### config.mk
export PLATFORM = sky130hd
export DESIGN_NAME = feature_configuration
export DESIGN_NICKNAME = d
export VERILOG_FILES = /design/src/pkg/cfgreg_pkg.sv /design/src/hw/feature_configuration.sv /design/src/hw/sync2.sv
export VERILOG_INCLUDE_DIRS = /design/src /design/src/pkg
export SDC_FILE = /design/constraint.sdc
export NUM_CORES = 1
export LEC_CHECK = 0
export ABC_AREA = 1
export BUFFER_PORTS_ARGS = -buffer_cell sky130_fd_sc_hd__buf_2
export CAP_MARGIN = 10
export CORE_MARGIN = 1
export CORE_UTILIZATION = 35
export CTS_CLUSTER_SIZE = 10
export DETAILED_ROUTE_END_ITERATION = 8
export GPL_ROUTABILITY_DRIVEN = 0
export HOLD_SLACK_MARGIN = 0.06
export RECOVER_POWER = 100
export SLEW_MARGIN = 25
export SYNTH_ARGS = -nofsm -noshare
export SYNTH_HDL_FRONTEND = slang
export SYNTH_HIERARCHICAL = 1
export SYNTH_SLANG_ARGS = --single-unit
### constraint.sdc
create_clock -name CLK -period 2.45 [get_ports CLK]
set_input_delay 0.3675 -clock CLK [delete_from_list [all_inputs] [get_ports CLK]]
set_output_delay 0.3675 -clock CLK [all_outputs]
set_load 0.03 [all_outputs]
### src/pkg/cfgreg_params.svh
/*
 * Constants of the feature configuration register and its serial access command.
 * Assumes it is included by the one module that uses the package; defines only.
 */
`ifndef CFGREG_PARAMS_SVH
`define CFGREG_PARAMS_SVH

// Field positions
`define CFG_STATUS_EN_BIT 3'd4
`define CFG_SPAN_EN_BIT 3'd3
`define CFG_HIZ_EN_BIT 3'd2
`define CFG_TURBO_EN_BIT 3'd1
`define CFG_OV_BIT 3'd0
// Reset value of the whole register
`define CFG_RESET_VALUE 8'h01
// Mask of the writable fields
`define CFG_WRITE_MASK 8'h1e
// Low six bits of the access command
`define CMD_TAIL 6'h14
// Instruction length in link clock edges
`define INSTR_BITS 5'd16
// Conversion result width and status bit count
`define RESULT_BITS 5'd18
`define STATUS_BITS 3'd6

`endif

### src/pkg/cfgreg_pkg.sv
/*
 * Types shared by the configuration register block.
 * Assumes nothing of its surroundings.
 */
package cfgreg_pkg;
    typedef enum logic [1:0] {
        ACC_IDLE,
        ACC_WRITE,
        ACC_READ,
        ACC_IGNORE
    } access_t;
endpackage : cfgreg_pkg

### src/hw/feature_configuration.sv
/*
 * Feature configuration register with its serial access port and the
 * appended status bits that follow a conversion result.
 * Assumes the frame line, link clock and serial input come from a host with
 * clock polarity and phase zero, sampled here on CLK at well over twice SCK.
 */
`timescale 1ns/10ps
`include "cfgreg_params.svh"
module feature_configuration
    import cfgreg_pkg::*;
(
    input wire logic CLK,
    input wire logic RESET,
    input wire logic CONVERT_FRAME_LINE,
    input wire logic SCK,
    input wire logic SDI,
    input wire logic OV_EVENT,
    input wire logic RESULT_VALID,
    input wire logic [17:0] RESULT,
    output logic SDO,
    output logic SDO_OE,
    output logic STATUS_EN,
    output logic SPAN_EN,
    output logic HIZ_EN,
    output logic TURBO_EN
);
    logic cnv_s, sck_s, sdi_s, ov_s;
    logic sck_prev_q, cnv_prev_q;
    logic [7:0] cfg_q;
    logic ov_flag_q;
    logic [4:0] bit_cnt_q;
    logic [7:0] shin_q;
    access_t acc_q;
    logic [23:0] shout_q;
    logic [4:0] out_left_q;
    logic sdo_q, oe_q;
    logic read_done_q;

    // Pins are asynchronous to CLK
    sync2 u_cnv (.clk(CLK), .reset(RESET), .rst_val(1'b1), .din(CONVERT_FRAME_LINE), .dout(cnv_s));
    sync2 u_sck (.clk(CLK), .reset(RESET), .rst_val(1'b0), .din(SCK), .dout(sck_s));
    sync2 u_sdi (.clk(CLK), .reset(RESET), .rst_val(1'b0), .din(SDI), .dout(sdi_s));
    sync2 u_ov (.clk(CLK), .reset(RESET), .rst_val(1'b0), .din(OV_EVENT), .dout(ov_s));

    // Edge detection on synchronised copies
    wire sck_rise = sck_s & ~sck_prev_q;
    wire sck_fall = ~sck_s & sck_prev_q;
    wire frame_open = ~cnv_s & cnv_prev_q;
    wire in_frame = ~cnv_s;

    // Register image; reserved bits read zero
    wire [7:0] cfg_view = {3'h0, cfg_q[4:1], ov_flag_q};
    wire [7:0] cmd_next = {shin_q[6:0], sdi_s};
    wire cmd_ok = (cmd_next[7] == 1'b0) && (cmd_next[5:0] == `CMD_TAIL);
    wire cmd_edge = sck_rise && in_frame && (bit_cnt_q == 5'd7);
    wire byte_edge = sck_rise && in_frame && (bit_cnt_q == `INSTR_BITS - 5'd1);
    wire write_now = byte_edge && (acc_q == ACC_WRITE);
    wire [5:0] status_word = {ov_flag_q, cfg_q[3:1], 2'b00};

    always_ff @(posedge CLK) begin
        if (RESET) begin
            sck_prev_q <= 1'b0;
            cnv_prev_q <= 1'b1;
        end else begin
            sck_prev_q <= sck_s;
            cnv_prev_q <= cnv_s;
        end
    end

    // Instruction decoder; bits clock in on SCK rising edges
    always_ff @(posedge CLK) begin
        if (RESET || !in_frame) begin
            bit_cnt_q <= 5'd0;
            shin_q <= 8'h00;
            acc_q <= ACC_IDLE;
        end else if (sck_rise) begin
            shin_q <= cmd_next;
            if (bit_cnt_q != `INSTR_BITS) begin
                bit_cnt_q <= bit_cnt_q + 5'd1;
            end
            if (bit_cnt_q == 5'd7) begin
                acc_q <= !cmd_ok ? ACC_IGNORE : (cmd_next[6] ? ACC_READ : ACC_WRITE);
            end else if (bit_cnt_q == `INSTR_BITS - 5'd1) begin
                acc_q <= ACC_IGNORE;
            end
        end
    end

    // Writable fields update only once the whole byte is in
    always_ff @(posedge CLK) begin
        if (RESET) begin
            cfg_q <= `CFG_RESET_VALUE;
        end else if (write_now) begin
            cfg_q <= (cfg_q & ~`CFG_WRITE_MASK) | (cmd_next & `CFG_WRITE_MASK);
        end
    end

    // Sticky flag: an event wins over the clear by a read
    always_ff @(posedge CLK) begin
        if (RESET) begin
            ov_flag_q <= 1'b1;
            read_done_q <= 1'b0;
        end else begin
            if (ov_s) begin
                ov_flag_q <= 1'b0;
            end else if (read_done_q) begin
                ov_flag_q <= 1'b1;
            end
            read_done_q <= byte_edge && (acc_q == ACC_READ);
        end
    end

    // Output shifter; loads on frame start, shifts on SCK falling edges.
    // A read loads the register image; otherwise result then status bits.
    always_ff @(posedge CLK) begin
        if (RESET || !in_frame) begin
            shout_q <= 24'h000000;
            out_left_q <= 5'd0;
            sdo_q <= 1'b0;
            oe_q <= 1'b0;
        end else if (frame_open) begin
            shout_q <= {RESULT, status_word};
            out_left_q <= RESULT_VALID ? (cfg_q[4] ? 5'd24 : `RESULT_BITS) : 5'd0;
            sdo_q <= RESULT_VALID & RESULT[17];
            oe_q <= RESULT_VALID;
        end else if (cmd_edge && cmd_ok && cmd_next[6]) begin
            // The 8th fall still shifts; a spare lead bit keeps bit 7 for the 9th rise
            shout_q <= {1'b0, cfg_view, 15'h0000};
            out_left_q <= 5'd9;
            sdo_q <= cfg_view[7];
            oe_q <= 1'b1;
        end else if (sck_fall && out_left_q != 5'd0) begin
            shout_q <= {shout_q[22:0], 1'b0};
            out_left_q <= out_left_q - 5'd1;
            // Drops to zero with the enable so a finished line never shows stale data
            sdo_q <= shout_q[22] & (out_left_q != 5'd1);
            oe_q <= (out_left_q != 5'd1);
        end
    end

    assign SDO = sdo_q;
    assign SDO_OE = oe_q;
    assign STATUS_EN = cfg_q[4];
    assign SPAN_EN = cfg_q[3];
    assign HIZ_EN = cfg_q[2];
    assign TURBO_EN = cfg_q[1];
endmodule : feature_configuration

### src/hw/sync2.sv
/*
 * Two flip-flop synchroniser for one level.
 * Assumes the input is asynchronous to CLK.
 */
`timescale 1ns/10ps
module sync2 (
    input wire logic clk,
    input wire logic reset,
    input wire logic rst_val,
    input wire logic din,
    output logic dout
);
    logic meta_q;

    // First stage is read only by the second
    always_ff @(posedge clk) begin
        if (reset) begin
            // Both stages start at the pin's idle level, so no false edge follows reset
            meta_q <= rst_val;
            dout <= rst_val;
        end else begin
            meta_q <= din;
            dout <= meta_q;
        end
    end
endmodule : sync2

==> flow_summary.json, run 1 <==
{
  "status": "finished clean",
  "power_w": 0.00213,
  "die_y_um": 91.5,
  "numCtsBuffers": 9,
  "cts_num_sinks": 58,
  "ioPinCount": 31,
  "post-synth-top-count-cell": "nand2_1",
  "slew_viol_final": 0,
  "initial_utilization_pct": 36.3,
  "grt_pass1_wl_mm": 10.6,
  "dr.first_iter.drc_count": 114,
  "cts_setup_buffers": 0,
  "dieWidth_um": 91.5,
  "h-tree-depth": 3,
  "wirelength_mm": 6.12,
  "postCtsHoldBufs": 0,
  "diodes": 0,
  "clkTransAtPathRegs_ns": 0.07,
  "min_period_over_period_pct": 83.5,
  "ys_top_cells_by_count": "nand2_1 (96), nor2_1 (76), dfxtp_1 (58)",
  "cp.arrival_ns": 2.27,
  "cts_root_buf": "clkbuf_8",
  "grt_setup_unrepaired": "false",
  "vias": 2527,
  "tns_ns": 0,
  "ir_drop_v": 0.000304,
  "areaGrowthSynthToFinish_pct": 13.4,
  "core_area_um2": 7730,
  "cp-start-kind": "flip-flop",
  "period_needed_ns": 2.05,
  "critPathLaunch": "bit_cnt_q[1]",
  "drive_gt1_share_pct": 12.1,
  "grt_pass1_vias": 2309,
  "clkLatencyLatePin_ns": 0.33,
  "clock-skew-final_ns": 0.00882,
  "io_buffers": 30,
  "vias_per_cell": 4.59,
  "routedWlPerCell_um": 11.1,
  "syn-cell-area_um2": 2810,
  "synth_top_cell_by_area": "dfxtp_1",
  "synth_area_leaders": "dfxtp_1 (41%), nand2_1 (13%), nor2_1 (10%)",
  "antenna_found_initial": 0,
  "max-slew-margin-rel_pct": 49.4,
  "multiInputGateArea_um2": 1340,
  "fillers": 830,
  "criticalPathCategory": "flip-flop to flip-flop",
  "antenna_left": 0,
  "synthArstFlopShare_pct": 0,
  "first_pass_iters": 4,
  "critPathRequiredTime_ns": 2.68,
  "grt.total_usage_pct": 15.8,
  "min_path_type": "input port to flip-flop",
  "synth_sequential_area_ratio_pct": 41.4,
  "hold_start": "SCK",
  "grt_start_max_net_pins": 42,
  "drv_cap": 0,
  "synthCells": 409,
  "synth_flop_cell": "dfxtp_1",
  "die-area_um2": 8380,
  "cts_tree": "done",
  "synth_cell_types": 30,
  "power.density_nw_per_um2": 668,
  "cts_max_path_buffers": 2,
  "grt_overflow": 0,
  "ys_ff_latch": 58,
  "worst_slew_pin_slew_ns": 0.759,
  "synth-edff-count": 0,
  "seq_area_um2": 1160,
  "setup_viol": 0,
  "crit_path_end_kind": "flip-flop",
  "cts_resized": 0,
  "rows": 32,
  "rr_startpoint": "bit_cnt_q[1]",
  "yosysWarnings": 6,
  "p_leak_nw": 1.54,
  "finalNetCount": 474,
  "final_util_pct": 41.2,
  "avgSynthCellArea_um2": 6.86,
  "dpl.hpwl_mm": 4.19,
  "synth_top_area_share_pct": 41.4,
  "critPathMaxFanout": 25,
  "drc": 0,
  "clock.fmax_mhz": 489,
  "report.final.hold_viol_count": 0
}
==> logic make-up after synthesis <==
family	count (synthesis)	synth area share, %
flip-flops	58	41.4
buffers and inverters	67	10.8
other	2	0.268
adder cells (fa/ha/maj)	5	2.23
AND/OR/NAND/NOR	214	33.5
AO/OA/AOI/OAI	63	11.8
==> worst paths after layout <==
| kind | to | slack, ns | cells past startpoint |
|---|---|---|---|
| max | shout_q[17] | 0.40 | 9 |
| min | u_sck/meta_q | 0.23 | 3 |
| max reg2reg | shout_q[17] | 0.40 | 9 |
| min reg2reg | ov_flag_q | 0.41 | 1 |
==> worst max-delay path, cell delays in order, from the launching register on <==
cell      delay [ns]
dfxtp_1         0.36
ha_1            0.22
nand2_1         0.12
nor3_4          0.30
nand3_4         0.21
nand3_4         0.26
clkbuf_1        0.28
nand2_1         0.09
inv_1           0.06
a21oi_1         0.05
==> registers in the layout (all words and copies together), names as in the netlist <==
signal / flops
bit_cnt_q: 5
sck_prev_q: 1
shin_q: 7
out_left_q: 5
SDO_OE: 1
u_sck/dout: 1
cnv_prev_q: 1
u_sdi/meta_q: 1
read_done_q: 1
cfg_q: 4
SDO: 1
u_cnv/dout: 1
u_sdi/dout: 1
acc_q: 2
ov_flag_q: 1
u_sck/meta_q: 1
u_ov/dout: 1
u_ov/meta_q: 1
u_cnv/meta_q: 1
shout_q: 21
==> cell type report <==
type	count	area share (%)
clock buffers	12	4.88
multi-input cells	286	42.2
clock inverters	3	0.472
inverters	53	6.25
repair buffers	36	5.66
flip-flops and latches	58	36.5
well taps	102	4.01
==> cell usage in the layout, fill, tap and decap left out, drive strengths merged, types with 4 or more instances in the layout <==
cell / netlist / final
nand2: 100 / 100
nor2: 80 / 80
dfxtp: 58 / 58
inv: 51 / 51
o21ai: 45 / 45
buf: 9 / 27
clkbuf: 5 / 21
nand4: 14 / 14
nand3: 14 / 14
a21oi: 14 / 14
ha: 5 / 5
clkinv: 2 / 5
conb: 2 / 4
==> metrics by stage <==
step	hold slack, ns	std cells	setup WS (ns)	cell area (um2)
after global placement	0.404	535	0.558	3030
final	0.227	550	0.405	3180
after detailed placement	0.410	535	0.489	3030
after global routing	0.231	550	0.164	3180
after CTS	0.213	550	0.479	3200
after floorplan	0.396	411	0.847	2810
==> layer usage <==
layer  up-vias  GRT usage, %  share of wire, %
met2        59          24.6                44
li1       1355             -                 -
met1      1100          20.8                49
met3        13          2.93               4.6
met5         -             0                 0
met4         0          8.20               2.4
==> power breakdown <==
part / total (W) / leakage, nW / internal [W] / switching [W]
clock: 0.000780 / 0.0920 / 0.000412 / 0.000368
combinational: 0.000310 / 0.977 / 0.000108 / 0.000202
sequential: 0.00104 / 0.475 / 0.00100 / 0.0000345
Note: power is estimated with default switching activity, not from simulation.
==> run 2: changes to the inputs <==
clock period = 1.9 ns   (was 2.45 ns; I/O delays follow)
==> flow_summary.json, run 2 (synthesized netlist as in run 1, its figures left out) <==
{
  "final_util_pct": 42.2,
  "report.final.hold_viol_count": 0,
  "grt.total_usage_pct": 16.6,
  "final_common_cell": "nand2_1",
  "ioPinCount": 31,
  "min_period_over_period_pct": 91.2,
  "grt_overflow": 0,
  "clock-skew-final_ns": 0.00560,
  "io_buffers": 30,
  "cp-start-kind": "flip-flop",
  "power.density_nw_per_um2": 846,
  "period_needed_ns": 1.73,
  "dpl.hpwl_mm": 4.42,
  "rows": 32,
  "final_cell_mix": "nand2_1 (97), nor2_1 (76), dfxtp_1 (58)",
  "cts_tree": "done",
  "dieWidth_um": 91.5,
  "vias_per_cell": 4.67,
  "drv_cap": 0,
  "first_pass_iters": 4,
  "largest_register_ff_count": 21,
  "r2r_end": "SDO_OE",
  "hold_depth": 3,
  "cts_num_sinks": 58,
  "antenna_left": 0,
  "cp.arrival_ns": 2.01,
  "regMostFlops": "shout_q",
  "worst_slew_pin_slew_ns": 0.636,
  "reg_top3": "shout_q (21), shin_q (7)",
  "criticalPathCategory": "flip-flop to flip-flop",
  "drc": 0,
  "slew_viol_final": 0,
  "hold_start": "CONVERT_FRAME_LINE",
  "min_to": "u_cnv/meta_q",
  "vias": 2617,
  "critPathMaxFanout": 10,
  "numCtsBuffers": 9,
  "drive_gt1_share_pct": 14.2,
  "grt_pass1_vias": 2423,
  "reg2reg_slack_ns": 0.17,
  "p_leak_nw": 1.59,
  "cts_max_path_buffers": 2,
  "diodes": 0,
  "clock.fmax_mhz": 577,
  "critPathRequiredTime_ns": 2.18,
  "min_path_type": "input port to flip-flop",
  "setup_viol": 0,
  "core_area_um2": 7730,
  "reg2reg_depth": 9,
  "die-area_um2": 8380,
  "h-tree-depth": 3,
  "clkTransAtPathRegs_ns": 0.06,
  "grt_pass1_wl_mm": 11.0,
  "die_y_um": 91.5,
  "finalNetCount": 484,
  "status": "finished clean",
  "ir_drop_v": 0.000452,
  "initial_utilization_pct": 36.3,
  "grt_setup_unrepaired": "false",
  "areaGrowthSynthToFinish_pct": 16.1,
  "tns_ns": 0,
  "antenna_found_initial": 0,
  "grt_start_max_net_pins": 26,
  "dr.first_iter.drc_count": 100,
  "crit_path_end_kind": "flip-flop",
  "cts_root_buf": "clkbuf_8",
  "max-slew-margin-rel_pct": 57.6,
  "clkLatencyLatePin_ns": 0.33,
  "routedWlPerCell_um": 11.4,
  "rr_startpoint": "bit_cnt_q[1]",
  "wirelength_mm": 6.38
}
-- run 2: changes by cell type in the layout (fill, tap and decap cells not counted), sizes merged --
| cell | delta |
|---|---|
| buf | +6 |
| clkbuf | +4 |
-- run 2: power breakdown --
part           leakage (nW)  total (W)  switching [W]  internal (W)
Combinational          1.02   0.000425       0.000269      0.000157
Clock                0.0920   0.000993       0.000463      0.000530
Sequential            0.475    0.00134      0.0000466       0.00129
Total                  1.59    0.00276       0.000778       0.00198
-- run 2: area by class of cell --
type,instances,area [um2]
Timing Repair Buffer,46,249
Fill cell,824,4470
Tap cell,102,128
Sequential cell,58,1160
Multi-Input combinational cell,286,1350
Clock inverter,3,15.0
Clock buffer,12,155
Inverter,53,199
-- run 2: worst max-delay path by stage --
| stage | startpoint | end | slack [ns] | cells past startpoint |
|---|---|---|---|---|
| floorplan | bit_cnt_q[1] | cfg_q[4] | 0.30 | 9 |
| global placement | bit_cnt_q[1] | SDO | 0.24 | 9 |
| detailed placement | bit_cnt_q[1] | shout_q[22] | 0.19 | 8 |
| CTS | bit_cnt_q[1] | shout_q[13] | 0.17 | 8 |
| global route | shin_q[3] | SDO_OE | 0.02 | 10 |
| finish | bit_cnt_q[1] | SDO_OE | 0.17 | 9 |
-- run 2: through the flow --
stage | setup slack [ns] | std cells | cell area (um2) | power [W] | hold WS (ns)
after floorplan | 0.297 | 411 | 2810 | 0.00168 | 0.357
after global placement | 0.240 | 543 | 3090 | 0.00179 | 0.403
after detailed placement | 0.187 | 543 | 3090 | 0.00179 | 0.405
after CTS | 0.174 | 558 | 3260 | 0.00279 | 0.124
after global routing | 0.0206 | 560 | 3260 | 0.00291 | 0.134
final | 0.167 | 560 | 3260 | 0.00276 | 0.140
-- run 2: worst max-delay path, stage by stage (launching register included) --
cell	delay, ns
dfxtp_1	0.35
ha_1	0.24
nand2_2	0.09
nor3_4	0.17
nand3_4	0.19
nand3_4	0.18
buf_4	0.18
clkbuf_4	0.14
o21ai_1	0.05
nor2_1	0.08
-- run 2: timing repair --
item	in CTS	in global routing
setup buffers	0	2
endpoints found under the setup margin	0	4
hold buffers	0	0
gates resized for setup	0	1
-- run 2: routing by layer --
layer	track usage [%]	up-vias	routed length, um
met4	5.16	0	41
met3	5.19	5	310
met2	27.6	53	2950
met5	0	-	0
met1	20.4	1177	3080
li1	-	1382	-
